[src/logic/pps_pkg.sv]
// constants and register map of the paged status and identification register bank
package pps_pkg;
   // ==========================================================
   // bus geometry
   localparam int ADDR_W = 8;
   localparam int DATA_W = 32;
   localparam int IDX_W = 6;
   localparam logic [1:0] RESP_OKAY = 2'b00;
   localparam logic [1:0] RESP_SLVERR = 2'b10;

   // ==========================================================
   // register indices, byte address is four times the index
   localparam logic [IDX_W-1:0] IDX_PAGE_SELECT = 6'h07;
   localparam logic [IDX_W-1:0] IDX_COMPLIANCE = 6'h08;
   localparam logic [IDX_W-1:0] IDX_MAKER_HI = 6'h0a;
   localparam logic [IDX_W-1:0] IDX_MAKER_MID = 6'h0b;
   localparam logic [IDX_W-1:0] IDX_MAKER_LO = 6'h0c;
   localparam logic [IDX_W-1:0] IDX_PART_HI = 6'h0d;
   localparam logic [IDX_W-1:0] IDX_PART_MID = 6'h0e;
   localparam logic [IDX_W-1:0] IDX_SOFT_RESET = 6'h0e;
   localparam logic [IDX_W-1:0] IDX_PART_LO = 6'h0f;
   localparam logic [IDX_W-1:0] IDX_PORT_BASE = 6'h10;
   localparam logic [IDX_W-1:0] IDX_IRQ_STATUS = 6'h14;
   localparam logic [IDX_W-1:0] IDX_IRQ_ENABLE = 6'h15;
   localparam logic [IDX_W-1:0] IDX_IRQ_CLEAR = 6'h16;
   localparam logic [IDX_W-1:0] IDX_PAGED_LO = 6'h08;
   localparam logic [IDX_W-1:0] IDX_PAGED_HI = 6'h0f;

   // ==========================================================
   // page numbers and fixed values
   localparam logic [2:0] PAGE_IDENT = 3'h1;
   localparam logic [2:0] PAGE_MAKER = 3'h7;
   localparam logic [2:0] PAGE_RESET = 3'h0;
   localparam logic [7:0] COMPLIANCE_VALUE = 8'h02;
   localparam logic [7:0] ERR_COUNT_MAX = 8'hff;
   localparam int SOFT_RESET_BIT = 0;

   // ==========================================================
   // per-port status word layout
   localparam int PORT_ERR_LSB = 0;
   localparam int PORT_LOOP_BIT = 8;
   localparam int PORT_STANDBY_BIT = 9;
   localparam int PORT_DEEP_OFF_BIT = 10;

   // ==========================================================
   // timing: soft hard-reset pulse length
   localparam int CLK_PERIOD_PS = 8000;
   localparam int SOFT_RESET_NS = 80;
   localparam int SOFT_RESET_CYC = (SOFT_RESET_NS * 1000) / CLK_PERIOD_PS;
   localparam logic [7:0] SOFT_RESET_CNT = 8'(SOFT_RESET_CYC);
endpackage

[src/logic/pps_regs.sv]
// paged port status, identification and maker page registers behind an axi4-lite slave
//
// Register access over AXI4-Lite is this design's own decision.
`timescale 1ns/100ps
module pps_regs
   import pps_pkg::*;
#(
   parameter int NPORTS = 3,
   parameter logic [23:0] MAKER_ID = 24'h00_0001, // arbitrary neutral value
   parameter logic [23:0] PART_ID = 24'h00_0002 // arbitrary neutral value
)
(
   input wire logic aclk, // 125 mhz clock
   input wire logic aresetn, // synchronous reset, active low
   input wire logic [ADDR_W-1:0] s_axi_awaddr, // write address
   input wire logic [2:0] s_axi_awprot, // write protection, unused
   input wire logic s_axi_awvalid, // write address valid
   output logic s_axi_awready, // write address ready
   input wire logic [DATA_W-1:0] s_axi_wdata, // write data
   input wire logic [3:0] s_axi_wstrb, // write byte lanes
   input wire logic s_axi_wvalid, // write data valid
   output logic s_axi_wready, // write data ready
   output logic [1:0] s_axi_bresp, // write response
   output logic s_axi_bvalid, // write response valid
   input wire logic s_axi_bready, // write response ready
   input wire logic [ADDR_W-1:0] s_axi_araddr, // read address
   input wire logic [2:0] s_axi_arprot, // read protection, unused
   input wire logic s_axi_arvalid, // read address valid
   output logic s_axi_arready, // read address ready
   output logic [DATA_W-1:0] s_axi_rdata, // read data
   output logic [1:0] s_axi_rresp, // read response
   output logic s_axi_rvalid, // read data valid
   input wire logic s_axi_rready, // read data ready
   input wire logic [NPORTS-1:0] codeword_error, // pulse: invalid codeword received
   input wire logic [NPORTS-1:0] remote_error_read, // pulse: counter read by remote packet
   input wire logic [NPORTS-1:0] loop_disable_enter, // pulse: port put in loop-disable
   input wire logic bus_reset, // pulse: bus reset
   input wire logic [NPORTS-1:0] port_disconnect, // pulse: port became disconnected
   input wire logic [NPORTS-1:0] port_in_standby, // level: port in standby state
   input wire logic [NPORTS-1:0] port_disabled, // level: port disabled
   input wire logic [NPORTS-1:0] raw_attached, // level: attached status from port
   input wire logic [NPORTS-1:0] raw_receive_good, // level: receive-good status from port
   output logic [NPORTS-1:0] attached_flag, // attached status after deep shutoff
   output logic [NPORTS-1:0] receive_good_flag, // receive-good after deep shutoff
   output logic [NPORTS-1:0] ac_track_enable, // ac connectivity tracking allowed
   output logic [NPORTS-1:0] tone_enable, // connectivity tones allowed
   output logic phy_hard_reset, // high while the soft hard reset acts
   output logic irq // level interrupt
);

   // ==========================================================
   // internal state
   logic [2:0] page_select;
   logic [7:0] err_count [NPORTS];
   logic [NPORTS-1:0] loop_blocked;
   logic [NPORTS-1:0] deep_shutoff;
   logic [2*NPORTS-1:0] irq_status;
   logic [2*NPORTS-1:0] irq_enable;
   logic [7:0] soft_cnt;
   logic [DATA_W-1:0] rdata_q;
   logic [1:0] rresp_q;
   logic rvalid_q;
   logic bvalid_q;
   logic [1:0] bresp_q;

   // the soft reset clears the phy state but not the bus slave, so the
   // response to the write that started it still completes
   wire phy_rst_n = aresetn & (soft_cnt == 8'h00);

   // ==========================================================
   // bus handshake
   wire wr_go = s_axi_awvalid & s_axi_wvalid & ~bvalid_q;
   wire rd_go = s_axi_arvalid & ~rvalid_q;
   assign s_axi_awready = wr_go;
   assign s_axi_wready = wr_go;
   assign s_axi_arready = rd_go;
   assign s_axi_bvalid = bvalid_q;
   assign s_axi_bresp = bresp_q;
   assign s_axi_rvalid = rvalid_q;
   assign s_axi_rdata = rdata_q;
   assign s_axi_rresp = rresp_q;

   wire [IDX_W-1:0] wr_idx = s_axi_awaddr[ADDR_W-1:2];
   wire [IDX_W-1:0] rd_idx = s_axi_araddr[ADDR_W-1:2];
   wire [IDX_W-1:0] wr_port_off = wr_idx - IDX_PORT_BASE;
   wire [IDX_W-1:0] rd_port_off = rd_idx - IDX_PORT_BASE;
   wire wr_port_hit = (wr_idx >= IDX_PORT_BASE) && (wr_port_off < IDX_W'(NPORTS));
   wire rd_port_hit = (rd_idx >= IDX_PORT_BASE) && (rd_port_off < IDX_W'(NPORTS));
   wire wr_paged = (wr_idx >= IDX_PAGED_LO) && (wr_idx <= IDX_PAGED_HI);
   wire rd_paged = (rd_idx >= IDX_PAGED_LO) && (rd_idx <= IDX_PAGED_HI);

   // ==========================================================
   // write decode
   wire wr_lane0 = wr_go & s_axi_wstrb[0];
   wire wr_lane1 = wr_go & s_axi_wstrb[1];
   wire wr_page_sel = wr_lane0 && (wr_idx == IDX_PAGE_SELECT);
   wire wr_irq_en = wr_lane0 && (wr_idx == IDX_IRQ_ENABLE);
   wire wr_irq_clr = wr_lane0 && (wr_idx == IDX_IRQ_CLEAR);
   wire wr_soft_rst = wr_lane0 && (wr_idx == IDX_SOFT_RESET) && (page_select == PAGE_MAKER)
      && s_axi_wdata[SOFT_RESET_BIT];
   wire wr_known = (wr_idx == IDX_PAGE_SELECT) || wr_paged || wr_port_hit
      || (wr_idx == IDX_IRQ_STATUS) || (wr_idx == IDX_IRQ_ENABLE) || (wr_idx == IDX_IRQ_CLEAR);
   // all other paged writes land on read-only or reserved places and are dropped

   // ==========================================================
   // read decode and paged selection
   wire [23:0] maker_identifier = MAKER_ID;
   wire [23:0] part_identifier = PART_ID;
   wire [7:0] ident_byte =
      (rd_idx == IDX_COMPLIANCE) ? COMPLIANCE_VALUE :
      (rd_idx == IDX_MAKER_HI) ? maker_identifier[23:16] :
      (rd_idx == IDX_MAKER_MID) ? maker_identifier[15:8] :
      (rd_idx == IDX_MAKER_LO) ? maker_identifier[7:0] :
      (rd_idx == IDX_PART_HI) ? part_identifier[23:16] :
      (rd_idx == IDX_PART_MID) ? part_identifier[15:8] :
      (rd_idx == IDX_PART_LO) ? part_identifier[7:0] :
      8'h00; // reserved
   // maker page: soft reset bit reads zero and test places read zero
   wire [7:0] maker_byte = 8'h00;
   wire [7:0] paged_byte =
      (page_select == PAGE_IDENT) ? ident_byte :
      (page_select == PAGE_MAKER) ? maker_byte :
      8'h00;

   logic [DATA_W-1:0] port_word [NPORTS];
   wire [DATA_W-1:0] irq_status_word = {{(DATA_W-2*NPORTS){1'b0}}, irq_status};
   wire [DATA_W-1:0] irq_enable_word = {{(DATA_W-2*NPORTS){1'b0}}, irq_enable};
   wire [DATA_W-1:0] rd_word;
   wire rd_known;
   assign rd_word =
      (rd_idx == IDX_PAGE_SELECT) ? {29'h0000_0000, page_select} :
      rd_paged ? {24'h00_0000, paged_byte} :
      rd_port_hit ? port_word[rd_port_off[1:0]] :
      (rd_idx == IDX_IRQ_STATUS) ? irq_status_word :
      (rd_idx == IDX_IRQ_ENABLE) ? irq_enable_word :
      32'h0000_0000;
   assign rd_known = (rd_idx == IDX_PAGE_SELECT) || rd_paged || rd_port_hit
      || (rd_idx == IDX_IRQ_STATUS) || (rd_idx == IDX_IRQ_ENABLE);

   // ==========================================================
   // bus response registers
   always_ff @(posedge aclk)
   begin
      if (!aresetn)
      begin
         bvalid_q <= 1'b0;
         bresp_q <= RESP_OKAY;
      end
      else if (wr_go)
      begin
         bvalid_q <= 1'b1;
         bresp_q <= wr_known ? RESP_OKAY : RESP_SLVERR;
      end
      else if (s_axi_bready)
      begin
         bvalid_q <= 1'b0;
      end
   end

   always_ff @(posedge aclk)
   begin
      if (!aresetn)
      begin
         rvalid_q <= 1'b0;
         rdata_q <= 32'h0000_0000;
         rresp_q <= RESP_OKAY;
      end
      else if (rd_go)
      begin
         rvalid_q <= 1'b1;
         rdata_q <= rd_word;
         rresp_q <= rd_known ? RESP_OKAY : RESP_SLVERR;
      end
      else if (s_axi_rready)
      begin
         rvalid_q <= 1'b0;
      end
   end

   // ==========================================================
   // soft hard reset: pulse of fixed length, on a soft reset bit write in the maker page only
   always_ff @(posedge aclk)
   begin
      if (!aresetn)
         soft_cnt <= 8'h00;
      else if (wr_soft_rst)
         soft_cnt <= SOFT_RESET_CNT;
      else if (soft_cnt != 8'h00)
         soft_cnt <= soft_cnt - 8'h01;
   end
   assign phy_hard_reset = (soft_cnt != 8'h00);

   // ==========================================================
   // page select
   always_ff @(posedge aclk)
   begin
      if (!phy_rst_n)
         page_select <= PAGE_RESET;
      else if (wr_page_sel)
         page_select <= s_axi_wdata[2:0];
   end

   // ==========================================================
   // per-port status
   logic [NPORTS-1:0] sat_event;
   logic [NPORTS-1:0] loop_event;

   genvar p;
   generate
      for (p = 0; p < NPORTS; p++)
      begin : g_port
         wire rd_this = rd_go && rd_port_hit && (rd_port_off == IDX_W'(p));
         wire wr_this = wr_lane1 && wr_port_hit && (wr_port_off == IDX_W'(p));
         wire cnt_clear = rd_this | remote_error_read[p];
         wire cnt_full = (err_count[p] == ERR_COUNT_MAX);
         wire [7:0] cnt_step = cnt_full ? err_count[p] : err_count[p] + 8'h01;
         wire [7:0] next_count = cnt_clear ? {7'h00, codeword_error[p]} :
            (codeword_error[p] ? cnt_step : err_count[p]);
         wire deep_active = deep_shutoff[p] & port_disabled[p];

         always_ff @(posedge aclk)
         begin
            if (!phy_rst_n)
               err_count[p] <= 8'h00;
            else
               err_count[p] <= next_count;
         end

         // a disconnect or bus reset in the same cycle as entry leaves it clear
         always_ff @(posedge aclk)
         begin
            if (!phy_rst_n)
               loop_blocked[p] <= 1'b0;
            else if (bus_reset | port_disconnect[p])
               loop_blocked[p] <= 1'b0;
            else if (loop_disable_enter[p])
               loop_blocked[p] <= 1'b1;
         end

         always_ff @(posedge aclk)
         begin
            if (!phy_rst_n)
               deep_shutoff[p] <= 1'b0;
            else if (wr_this)
               deep_shutoff[p] <= s_axi_wdata[PORT_DEEP_OFF_BIT];
         end

         assign sat_event[p] = codeword_error[p] & ~cnt_clear & (cnt_step == ERR_COUNT_MAX)
            & ~cnt_full;
         assign loop_event[p] = loop_disable_enter[p] & ~bus_reset & ~port_disconnect[p]
            & ~loop_blocked[p];
         assign attached_flag[p] = raw_attached[p] & ~deep_active;
         assign receive_good_flag[p] = raw_receive_good[p] & ~deep_active;
         assign ac_track_enable[p] = ~deep_active;
         assign tone_enable[p] = ~deep_active;
         assign port_word[p] = {21'h00_0000, deep_shutoff[p], port_in_standby[p],
            loop_blocked[p], err_count[p]};
      end
   endgenerate

   // ==========================================================
   // interrupts: sticky status, set wins over clear
   wire [2*NPORTS-1:0] irq_set = {loop_event, sat_event};
   wire [2*NPORTS-1:0] irq_clr = wr_irq_clr ? s_axi_wdata[2*NPORTS-1:0] : '0;

   always_ff @(posedge aclk)
   begin
      if (!phy_rst_n)
         irq_status <= '0;
      else
         irq_status <= irq_set | (irq_status & ~irq_clr);
   end

   always_ff @(posedge aclk)
   begin
      if (!phy_rst_n)
         irq_enable <= '0;
      else if (wr_irq_en)
         irq_enable <= s_axi_wdata[2*NPORTS-1:0];
   end

   assign irq = |(irq_status & irq_enable);

endmodule // pps_regs

[config.mk]
export PLATFORM = sky130hd
export DESIGN_NAME = pps_regs
export DESIGN_NICKNAME = d
export VERILOG_FILES = /design/src/logic/pps_pkg.sv /design/src/logic/pps_regs.sv
export SDC_FILE = /design/constraint.sdc
export NUM_CORES = 1
export LEC_CHECK = 0
export BUFFER_PORTS_ARGS = -buffer_cell sky130_fd_sc_hd__buf_2
export CAP_MARGIN = 25
export CORE_UTILIZATION = 45
export CTS_BUF_LIST = sky130_fd_sc_hd__clkbuf_8
export DETAILED_ROUTE_END_ITERATION = 8
export PLACE_DENSITY = 0.74
export SYNTH_ARGS = -nofsm -noshare
export SYNTH_HDL_FRONTEND = slang
export SYNTH_SLANG_ARGS = --single-unit
[constraint.sdc]
create_clock -name aclk -period 3.75 [get_ports aclk]
set_input_delay 0.75 -clock aclk [delete_from_list [all_inputs] [get_ports aclk]]
set_output_delay 0.75 -clock aclk [all_outputs]
set_load 0.01 [all_outputs]
[Word-level counts from Yosys, hierarchy flattened]
Memories as Yosys holds them, arrays and structs flattened.
Index checks and enable logic that the tools add are counted.
Word-level totals
  register bits after elaboration: 67
  memory bits (writable): 24
  input bits: 90
  output and inout port bits: 55
  word-level logic and storage cells: 204
  memories kept: 1
Operators by class
  add/subtract/negate cells: 6
  $lt $le $gt $ge: 9
  equality and inequality tests: 27
  muxes and demuxes: 39
  bitwise logic cells: 67
  reductions and logical operators: 39
Memory list
  err_count: depth 3, bits a word 8, read ports 3, clocked after Yosys merged registers in 0, write ports 3, line pps_regs.sv:54  | logic [7:0] err_count [NPORTS];
Operators with widths (number)
  32-bit 2-to-1 mux: 5
  8-bit 2-to-1 mux: 12
  32-bit binary-select mux with 2-bit select: 1
  6-bit by 4-bit equality test with 1-bit output, second input constant: 8
  8-bit equality test, second input constant: 6
  1-bit bitwise AND: 33
  6-bit by 5-bit equality test with 1-bit output, second input constant: 5
  8-bit by 1-bit adder with 8-bit output, second input constant: 3
  2-bit 2-to-1 mux: 10
  1-bit inverter: 20
  1-bit logical AND: 18
  6-bit 2-to-1 mux: 3
  6-bit bitwise AND: 2
  6-bit by 1-bit equality test with 1-bit output, second input constant: 2
  6-bit by 2-bit equality test with 1-bit output, second input constant: 2
  6-bit by 3-bit equality test with 1-bit output, second input constant: 2
  6-bit by 4-bit >= comparator with 1-bit output, second input constant: 2
  6-bit by 5-bit >= comparator with 1-bit output, second input constant: 2
  6-bit by 4-bit less-or-equal comparator with 1-bit output, second input constant: 2
  6-bit logical NOT: 2
  6-bit by 2-bit < comparator with 1-bit output, second input constant: 2
  6-bit by 5-bit subtractor with 6-bit output, second input constant: 2
  1-bit logical OR: 9
  1-bit bitwise OR: 9
  14 further kinds: 25

[Logic depth before layout (Yosys ltp)]
Gate-level depths: netlist of the first run.
  depth after elaboration: 11
  mapped depth: 8
  gate-level depth less buffers: 8

[Worst setup path before layout of the first run]
OpenSTA, ideal clock, no wires.
  kind: register -> register
  from: register soft_cnt[0]
  to: register irq_status[0]
  library setup time: 0.084 ns
  arrival: 2.156 ns
  required time: 3.666 ns
  setup slack: 1.510 ns
  stages on the path, launching flop included: 9
  buffers on the path: 1
  clock period less this slack: 2.240 ns
  cell sequence: dfxtp_1 inv_1 ha_1 or3b_4 nor4b_4 inv_2 or3_1 buf_6 o31ai_2
On the way
  word-level cells in the longest chain between the ends: 2
Ends and longest elaborated chain
  start: declaration: line pps_regs.sv:59  | logic [7:0] soft_cnt;
  start signal: assignment: line pps_regs.sv:189  | soft_cnt <= soft_cnt - 8'h01;
  8-bit logical NOT: line pps_regs.sv:68  | wire phy_rst_n = aresetn & (soft_cnt == 8'h00);
  1-bit bitwise AND: line pps_regs.sv:68
  end signal: assignment: line pps_regs.sv:271  | irq_status <= irq_set | (irq_status & ~irq_clr);
  end: declaration: line pps_regs.sv:57  | logic [2*NPORTS-1:0] irq_status;
No other way between the ends.
A chain may end at the register's enable or synchronous reset.

[Worst setup path in the final report of the first run]
  from: register soft_cnt[0]
  to: output phy_hard_reset
On the way
  word-level cells in the longest chain between the ends: 1
Ends and longest elaborated chain
  8-bit nonzero test: line pps_regs.sv:191  | assign phy_hard_reset = (soft_cnt != 8'h00);
  end: declaration: line pps_regs.sv:47  | output logic phy_hard_reset,
No other way between the ends.

==> impl_metrics.toml, run 1 <==
[timing]
final.setup.tns_ps = 0
peak_freq_ghz = 0.3484
worstMarginPinSlew_ps = 782.9
maxSlewViolCount = 0
finalCritPeriodShare_pct = 76.55
finalSetupViolations = 0
grt_setup_unrepaired = "false"
tightest_slew_margin_relative_to_the_limit_pct = 47.32
finalClockSkew_ps = 9.443
layout_min_cycle_time_ps = 2871
hold_violations = 0

[clock_network]
cts_max_level = 3
post-cts-setup-buffers = 0
cts-resized-gates = 0
cts.path.max_buffers = 2
clk_root_buffer_cell = "sky130_fd_sc_hd__clkbuf_8"
post_cts_hold_buffer_count = 0
tritoncts.num_buffers = 9
clock_sinks = 68
insertion_delay_ps = 350
tritoncts_clock_tree = "done"
clk_pin_slew_ps = 70

[setup_path]
crit_path_cell_trace = "inv_1 > ha_1 > or3b_4 > nor4b_4 > inv_2 > buf_2"
ff2ff_setup_slack_ps = 1230
reg2reg_from = "soft_cnt[0]$_SDFFE_PP0P_"
stage_delay_of_the_slowest_cell_on_the_critical_path_ps = 440
critical_path_buf_inv_count = 3
cp_data_arrival_time_ps = 2120
timing.critical_path.max_delay_family = "simple AND/OR/NAND/NOR gates"
ff2ff_path_depth = 6
path_class = "reg -> out"
timing.critical_path.required_ps = 3000
path_max_fanout = 7
start_kind = "register"
slowest_cp_cell = "sky130_fd_sc_hd__nor4b_4"
critical_path.endpoint_type = "output port"
r2r_end = "loop_blocked[2]$_SDFFE_PP0P_"

[die]
dieWidth_um = 96.25
height_of_the_die_um = 96.25
floorplan_die_area_um2 = 9264
initial_core_utilization_pct = 46.06
placementRows = 34
num_io_pins = 145
core-area_um2 = 8678

[synthesis]
synthDistinctLibCells = 55
synth.avg_cell_area_um2 = 7.932
yosysWarnings = 0
synth_edf_count = 0
syn_area_um2 = 3998
synth-async-reset-ratio_pct = 0
post_synth_inst_count = 504
yosysSeqAreaShare_pct = 34.05
synth_top_flop_cell = "sky130_fd_sc_hd__dfxtp_1"
synth.ff_latch_count = 68

[power_and_ir_drop]
max-vdd-ir-drop_v = 0.0002109
power_density_nw_per_um2 = 431.7
leakage_nw = 1.782
total_power_mw = 1.974

[route]
ant_nets = 0
drt-met1-wl_mm = 4.278
routed-wl-met3_um = 713
route.met2.wl_mm = 4.663
avgRoutedWirePerCell_um = 14.38
route.vias.total = 3817
top_layer_used = "met4"
routed_via_density = 5.564
detail_route.iter0.violations = 157
post_route_drc = 0
drt_pre_antenna_iters = 7
postRouteWirelength_mm = 9.864

[grt]
globalRouteOverflowTotal = 0
grt_first_pass_wirelength_mm = 15.62
antenna_found_initial = 0
grt_start_max_net_pins = 24
first_global_vias = 3398
total_routing_resource_utilization_after_global_routing_pct = 21.94

[hold_path]
hold_end = "s_axi_rdata[7]$_SDFFE_PN0P_"
timing.hold.worst.class = "reg -> reg"
hold-path-cell-count = 2
min_from = "s_axi_rdata[7]$_SDFFE_PN0P_"

[finish]
finalInstanceArea_um2 = 4572
layout.nets = 667
drive_gt1_share_pct = 19.38
num_antenna_cells = 0
synthToLayoutAreaGrowth_pct = 14.37
final_cell_count_no_fill = 686

[placement]
dpl-instance-area_um2 = 4355
placedCellCount = 670
dp_hpwl_mm = 7.296
gpl.final_weighted_congestion = 0.9084
portBuffers = 84

[status]
status = "finished clean"

[job]
drv_cap = 0
registers in the layout, summed over array words and instances (netlist names), 3 cells and up:
register      cells
deep_shutoff      3
s_axi_rdata      11
soft_cnt          8
loop_blocked      3
err_count        24
irq_enable        6
irq_status        6
page_select       3
layout by cell type, fill, tap and decap left out, types with 4 or more instances in the layout:
master                      instances
sky130_fd_sc_hd__ha_1               4
sky130_fd_sc_hd__a21oi_1           29
sky130_fd_sc_hd__mux2i_1           39
sky130_fd_sc_hd__and3_1             6
sky130_fd_sc_hd__buf_2             84
sky130_fd_sc_hd__xor2_1             5
sky130_fd_sc_hd__nor4b_1            4
sky130_fd_sc_hd__inv_1             12
sky130_fd_sc_hd__nor4_1             7
sky130_fd_sc_hd__and2_1             8
sky130_fd_sc_hd__o21ai_0           23
sky130_fd_sc_hd__a22oi_1            5
sky130_fd_sc_hd__nor3_1            10
sky130_fd_sc_hd__nand4_1            8
sky130_fd_sc_hd__nand2b_1           9
sky130_fd_sc_hd__clkbuf_8          10
sky130_fd_sc_hd__or3_1              4
sky130_fd_sc_hd__nand3_1           23
sky130_fd_sc_hd__conb_1            23
sky130_fd_sc_hd__nor2_1            60
sky130_fd_sc_hd__dfxtp_1           68
sky130_fd_sc_hd__xnor2_1            9
sky130_fd_sc_hd__a31oi_1            8
sky130_fd_sc_hd__a2bb2oi_1          6
sky130_fd_sc_hd__nand2_1           55
sky130_fd_sc_hd__nor3b_1            5
sky130_fd_sc_hd__nor2b_1            8
final cells by class:
class	count	area (um^2)
fill	842	4106
multi-input combinational	395	2371
clock buffer	10	137.6
sequential	68	1361
inverter	12	45.04
clock inverter	6	78.83
timing repair buffer	87	442.9
tap	108	135.1
worst register-to-register path: stages (launching register included):
cell,delay [ps]
sky130_fd_sc_hd__dfxtp_1,330
sky130_fd_sc_hd__inv_1,90
sky130_fd_sc_hd__ha_1,180
sky130_fd_sc_hd__or3b_4,420
sky130_fd_sc_hd__nor4b_4,440
sky130_fd_sc_hd__nand2_1,580
sky130_fd_sc_hd__nor4_1,390
power breakdown:
part           internal [mW]  switching, mW
clock network          0.387          0.279
registers              0.775         0.0585
logic                  0.205          0.269
total                   1.37          0.607
worst max path at each step:
stage	slack (ps)	end	cells after the start	from
final	880	phy_hard_reset	6	soft_cnt[0]$_SDFFE_PP0P_
after global routing	780	phy_hard_reset	6	soft_cnt[0]$_SDFFE_PP0P_
after CTS	850	phy_hard_reset	6	soft_cnt[0]$_SDFFE_PP0P_
after detailed placement	1010	irq_status[0]$_SDFF_PN0_	6	s_axi_arvalid
after global placement	1040	irq_status[0]$_SDFF_PN0_	6	s_axi_arvalid
after floorplan	1510	irq_status[0]$_SDFF_PN0_	8	soft_cnt[0]$_SDFFE_PP0P_
layer usage:
layer  up-vias  global-route usage, %
met4         0                  10.45
met1      1767                  27.19
met5         -                      0
met3        23                  4.186
li1       1878                      -
met2       149                  36.41
per-stage QoR:
step                      hold slack (ps)  worst slack [ps]  utilization, %
after floorplan                     457.3              1510               -
after global placement              440.7              1041           50.19
after detailed placement            446.0              1011           50.19
after CTS                           456.3             853.5           52.68
after global routing                473.7             781.0           52.68
final                               456.0             879.5           52.68
cell families (layout without fill, tap and decap cells):
kind of cell,after synthesis,count (layout),share of synthesized area (%)
adders and majority gates,5,5,1.502
DFF,68,68,34.05
muxes,40,40,10.05
buffers and inverters,63,115,8.701
and+or+nand+nor,222,222,28.11
other,1,23,0.09381
xor gates and xnor gates,14,14,3.067
AOI/OAI and AO/OA,91,91,14.43
cells in the mapped netlist, drive strengths merged, types with 4 or more instances:
cell type / number / share of area, %
clkbuf: 19 / 1.8
nor2b: 8 / 1.3
nand2b: 9 / 1.4
xnor2: 9 / 2.0
nand3: 23 / 2.9
nor3b: 5 / 0.94
a22oi: 5 / 0.94
mux2i: 39 / 9.8
nor4: 7 / 1.1
and2: 8 / 1.3
o21ai: 23 / 2.9
a2bb2oi: 6 / 1.3
buf: 32 / 5.8
xor2: 5 / 1.1
nor4b: 5 / 1.5
nor3: 11 / 1.5
a21oi: 29 / 3.6
dfxtp: 68 / 34
or3: 4 / 0.63
and3: 6 / 0.94
nor2: 60 / 5.6
nand4: 8 / 1.3
a31oi: 8 / 1.3
ha: 4 / 1.3
nand2: 55 / 5.2
inv: 12 / 1.1
Power figures use the tool's default switching activity.
==> run 2: changes to the inputs <==
clock period = 2.7 ns   (was 3.75 ns; I/O delays follow)
==> run 2 against run 1 <==
Clock skew grew 1.7 ps. Flip-flop and latch count is the same. Die area is the same. Global-route usage shrank 0.65 points. Register-to-register slack lost 930 ps. Hold slack lost 100 ps. Sequential power grew 39%. Via count grew 1.2%. Critical path type unchanged.
==> impl_metrics.toml, run 2 (synthesis results as in run 1) <==
[power_and_ir_drop]
leakage_nw = 1.832
power_density_nw_per_um2 = 597.1
max-vdd-ir-drop_v = 0.0002596
power.net_switching_mw = 0.8652
power_switching_share_pct = 31.23
clock_power_share_pct = 32.6
cell_internal_power_mw = 1.905
comb_power_share_pct = 25.6
seq_power_share_pct = 41.8

[grt]
globalRouteOverflowTotal = 0
antenna_found_initial = 0
grt_first_pass_wirelength_mm = 14.94
total_routing_resource_utilization_after_global_routing_pct = 21.28
grt_start_max_net_pins = 24
first_global_vias = 3198

[finish]
final_common_cell = "sky130_fd_sc_hd__buf_2"
num_antenna_cells = 0
drive_gt1_share_pct = 20.41
largest_register_ff_count = 24
layout.nets = 677
largest-register = "err_count"
synthToLayoutAreaGrowth_pct = 16.06
layout.cells.most_common_list = "84 x sky130_fd_sc_hd__buf_2, 68 x sky130_fd_sc_hd__dfxtp_1, 60 x sky130_fd_sc_hd__nor2_1, 55 x sky130_fd_sc_hd__nand2_1, 39 x sky130_fd_sc_hd__mux2i_1"

[setup_path]
critical_path.endpoint_type = "output port"
timing.critical_path.required_ps = 2160
path_class = "reg -> out"
start_kind = "register"
cp_data_arrival_time_ps = 1910
path_max_fanout = 5

[clock_network]
clk_root_buffer_cell = "sky130_fd_sc_hd__clkbuf_8"
clk_pin_slew_ps = 80
tritoncts_clock_tree = "done"
cts-resized-gates = 0
post-cts-setup-buffers = 0
insertion_delay_ps = 360
tritoncts.num_buffers = 9
cts_max_level = 3
cts.path.max_buffers = 2
post_cts_hold_buffer_count = 0
clock_sinks = 68

[route]
avgRoutedWirePerCell_um = 14.27
detail_route.iter0.violations = 217
postRouteWirelength_mm = 9.933
route.vias.total = 3864
drt_pre_antenna_iters = 4
ant_nets = 0
post_route_drc = 0
routed_via_density = 5.552

[timing]
hold-worst-slack_ps = 355.6
maxSlewViolCount = 0
finalCritPeriodShare_pct = 90.64
finalSetupViolations = 0
layout_min_cycle_time_ps = 2447
hold_violations = 0
finalClockSkew_ps = 11.18
peak_freq_ghz = 0.4086
worstMarginPinSlew_ps = 713.4
tightest_slew_margin_relative_to_the_limit_pct = 51.77
final.setup.tns_ps = 0
grt_setup_unrepaired = "false"

[job]
drv_cap = 0

[placement]
dp_hpwl_mm = 7.455
portBuffers = 84
gpl.final_weighted_congestion = 0.9218

[hold_path]
timing.hold.worst.class = "in -> reg"

[die]
height_of_the_die_um = 96.25
num_io_pins = 145
core-area_um2 = 8678
dieWidth_um = 96.25
initial_core_utilization_pct = 46.06
placementRows = 34
floorplan_die_area_um2 = 9264

[status]
status = "finished clean"
[run 2: cell types whose count changed in the layout (fill, tap and decap cells not counted)]
cell / previous run / this run
sky130_fd_sc_hd__buf_4: 3 / 13
sky130_fd_sc_hd__clkbuf_8: 10 / 9
sky130_fd_sc_hd__clkinv_2: 3 / 1
sky130_fd_sc_hd__clkinv_4: 0 / 1
sky130_fd_sc_hd__inv_1: 12 / 14
[run 2: worst max-delay path: stages, from the launching register on]
cell and delay [ps]:
sky130_fd_sc_hd__dfxtp_1 320, sky130_fd_sc_hd__inv_1 90, sky130_fd_sc_hd__ha_1 190, sky130_fd_sc_hd__or3b_4 420, sky130_fd_sc_hd__nor4b_4 250, sky130_fd_sc_hd__inv_2 120
sky130_fd_sc_hd__buf_2 160
[run 2: area by class of cell]
class | instances | area, um^2
clock inverter | 7 | 85.08
multi-input combinational | 395 | 2371
sequential | 68 | 1361
clock buffer | 9 | 123.9
fill | 808 | 4039
timing repair buffer | 97 | 518.0
inverter | 12 | 45.04
tap | 108 | 135.1
[run 2: per-stage QoR]
step	setup WS, ps	power, mW	utilization [%]	std cells	cell area, um^2
global route	152.1	2.917	53.46	696	4639
floorplan	460.1	1.692	-	526	4080
global placement	424.4	1.852	51.05	680	4431
finish	252.8	2.770	53.46	696	4639
CTS	238.7	2.788	53.46	696	4639
detailed placement	337.0	1.888	51.05	680	4431
[run 2: worst paths after layout]
kind,slack (ps),end,start,depth (start not counted)
max reg2reg,300,irq_enable[0]$_SDFFE_PN0P_,soft_cnt[0]$_SDFFE_PP0P_,8
min,360,loop_blocked[1]$_SDFFE_PP0P_,port_disconnect[1],2
max,250,phy_hard_reset,soft_cnt[0]$_SDFFE_PP0P_,6
min reg2reg,450,s_axi_rdata[8]$_SDFFE_PN0P_,s_axi_rdata[8]$_SDFFE_PN0P_,2
[run 2: routing by layer]
layer  GRT usage [%]  part of all wire, %  vias up  routed length, um
met5               0                    0        -                  0
met4           6.716                 0.83        0                 82
met3           6.477                  8.7       10                861
met2           37.00                   49      160               4876
met1           24.87                   41     1803               4112
li1                -                    -     1891                  -
[run 2: power groups by stage]
stage	Sequential (mW)	Combinational, mW	Clock (mW)
2_1_floorplan	1.16	0.532	0
3_3_place_gp	1.17	0.680	0
3_5_place_dp	1.18	0.710	0
4_1_cts	1.16	0.714	0.918
5_1_grt	1.17	0.780	0.967
6_report	1.16	0.709	0.903
==> run 3: changes to the inputs <==
CORE_ASPECT_RATIO = 1.75   (was not set)
CTS_BUF_LIST = sky130_fd_sc_hd__clkbuf_16   (was sky130_fd_sc_hd__clkbuf_8)
RECOVER_POWER = 100   (was not set)
==> run 3 against run 2 <==
Sequential power hardly changed. Clock skew fell by 3.0 ps. Register-to-register slack hardly changed. Sequential share of layout area is 0.39 points lower. Global-route usage rose by 1.5 points. Hold slack better by 27 ps. Count of clock-buffer cells in the layout stayed put. Utilization rose by 0.77 points. Routed wire length grew 1.8%. Worst setup slack worse by 100 ps. Final area is 1.3% higher. Fmax fell by 4.0%. Critical path type unchanged. Largest cell class unchanged. Largest power group is now the clock network. Highest routed layer unchanged.
==> impl_metrics.toml, run 3 (synthesis results as in run 1) <==
[setup_path]
timing.critical_path.required_ps = 2160
crit_path_cell_trace = "inv_1 > ha_1 > or3b_4 > nor4b_4 > buf_4 > inv_2 > clkbuf_2"
r2r_end = "irq_status[0]$_SDFF_PN0_"
path_class = "reg -> out"
stage_delay_of_the_slowest_cell_on_the_critical_path_ps = 420
reg2reg_from = "soft_cnt[0]$_SDFFE_PP0P_"
setup.worst_path.start = "soft_cnt[0]$_SDFFE_PP0P_"
slowest_cp_cell = "sky130_fd_sc_hd__or3b_4"
ff2ff_path_depth = 8
cp_data_arrival_time_ps = 2010
critical_path.endpoint_type = "output port"
ff2ff_setup_slack_ps = 310
start_kind = "register"
path_max_fanout = 6

[clock_network]
cts.path.max_buffers = 2
clk_pin_slew_ps = 50
post-cts-setup-buffers = 0
post_cts_hold_buffer_count = 0
tritoncts_clock_tree = "done"
clock_sinks = 68
clk_root_buffer_cell = "sky130_fd_sc_hd__clkbuf_16"
cts_max_level = 3
cts-resized-gates = 0
insertion_delay_ps = 340
tritoncts.num_buffers = 9

[finish]
post_route_utilization_pct = 54.23
drive_gt1_share_pct = 14.82
num_antenna_cells = 0
synthToLayoutAreaGrowth_pct = 17.62
largest_register_ff_count = 24
finalInstanceArea_um2 = 4702
final_common_cell = "sky130_fd_sc_hd__dfxtp_1"
layout.nets = 676
largest-register = "err_count"
layout.cells.most_common_list = "68 x sky130_fd_sc_hd__dfxtp_1, 60 x sky130_fd_sc_hd__nor2_1, 55 x sky130_fd_sc_hd__nand2_1, 53 x sky130_fd_sc_hd__buf_2, 39 x sky130_fd_sc_hd__mux2i_1"

[route]
ant_nets = 0
routed_via_density = 5.501
post_route_drc = 0
route.vias.total = 3873
postRouteWirelength_mm = 10.11
detail_route.iter0.violations = 219
drt_pre_antenna_iters = 5
avgRoutedWirePerCell_um = 14.36

[grt]
globalRouteOverflowTotal = 0
antenna_found_initial = 0
grt_start_max_net_pins = 24
grt_first_pass_wirelength_mm = 16.38
total_routing_resource_utilization_after_global_routing_pct = 22.80
first_global_vias = 3634

[timing]
finalClockSkew_ps = 8.201
layout_min_cycle_time_ps = 2548
peak_freq_ghz = 0.3925
grt_setup_unrepaired = "false"
worstMarginPinSlew_ps = 681.6
finalCritPeriodShare_pct = 94.37
finalSetupViolations = 0
maxSlewViolCount = 0
hold_violations = 0
tightest_slew_margin_relative_to_the_limit_pct = 54.31
final.setup.tns_ps = 0

[power_and_ir_drop]
seq_power_share_pct = 37.0
power_density_nw_per_um2 = 665.1
cell_internal_power_mw = 2.218
max-vdd-ir-drop_v = 0.0004098
power_switching_share_pct = 29.09
clock_power_share_pct = 39.5
power.net_switching_mw = 0.9097
comb_power_share_pct = 23.5
leakage_nw = 1.748

[die]
height_of_the_die_um = 126.7
dieWidth_um = 73.25
floorplan_die_area_um2 = 9280
placementRows = 45
initial_core_utilization_pct = 46.10
num_io_pins = 145
core-area_um2 = 8671

[hold_path]
hold_end = "loop_blocked[0]$_SDFFE_PP0P_"
timing.hold.worst.class = "in -> reg"
hold-path-cell-count = 2
min_from = "port_disconnect[0]"

[placement]
gpl.final_weighted_congestion = 0.9554
dpl-instance-area_um2 = 4412
dp_hpwl_mm = 7.648
portBuffers = 84

[status]
status = "finished clean"

[job]
drv_cap = 0
[run 3: worst max-delay path, delay by kind of cell, from the launching register on]
kind / cells / cell delay (ps)
DFF: 1 / 320
buffers and inverters: 4 / 490
adders and majority gates: 1 / 180
and+or+nand+nor: 2 / 690
[run 3: cell type report]
cell class                      count  area (um^2)
Clock buffer                        9        225.2
Fill cell                         872         3969
Sequential cell                    68         1361
Timing Repair Buffer               96        461.7
Inverter                           12        45.04
Multi-Input combinational cell    395         2371
Tap cell                          117        146.4
Clock inverter                      7        91.34
[run 3: power groups by stage]
| stage | registers [mW] | clock network, mW | logic, mW |
|---|---|---|---|
| 2_1_floorplan | 1.16 | 0 | 0.532 |
| 3_3_place_gp | 1.17 | 0 | 0.664 |
| 3_5_place_dp | 1.18 | 0 | 0.684 |
| 4_1_cts | 1.16 | 1.26 | 0.688 |
| 5_1_grt | 1.17 | 1.30 | 0.799 |
| 6_report | 1.16 | 1.24 | 0.734 |
[run 3: layer usage]
layer	GRT usage, %	vias to the layer above	wire length [um]	part of all wire [%]
met4	14.76	0	481	4.8
met1	23.47	1804	3925	39
li1	-	1895	-	-
met5	0	-	0	0
met3	4.845	31	573	5.7
met2	40.31	143	5130	51
[run 3: worst max-delay path by stage]
stage                                  to  slack, ps  depth (start not counted)
2_1_floorplan    irq_status[0]$_SDFF_PN0_        460                          8
3_3_place_gp     irq_status[0]$_SDFF_PN0_        280                          7
3_5_place_dp   irq_enable[5]$_SDFFE_PN0P_        230                          7
4_1_cts                    phy_hard_reset         40                          6
5_1_grt                    phy_hard_reset         60                          7
6_report                   phy_hard_reset        150                          7
[run 3: through the flow]
stage               hold slack [ps]  worst slack [ps]  total power, mW  cells
detailed placement            441.5             232.6            1.863    685
floorplan                     457.3             460.1            1.692    526
global route                  385.4             57.87            3.266    704
CTS                           369.8             41.22            3.102    701
finish                        382.2             152.0            3.128    704
global placement              440.9             281.2            1.838    685
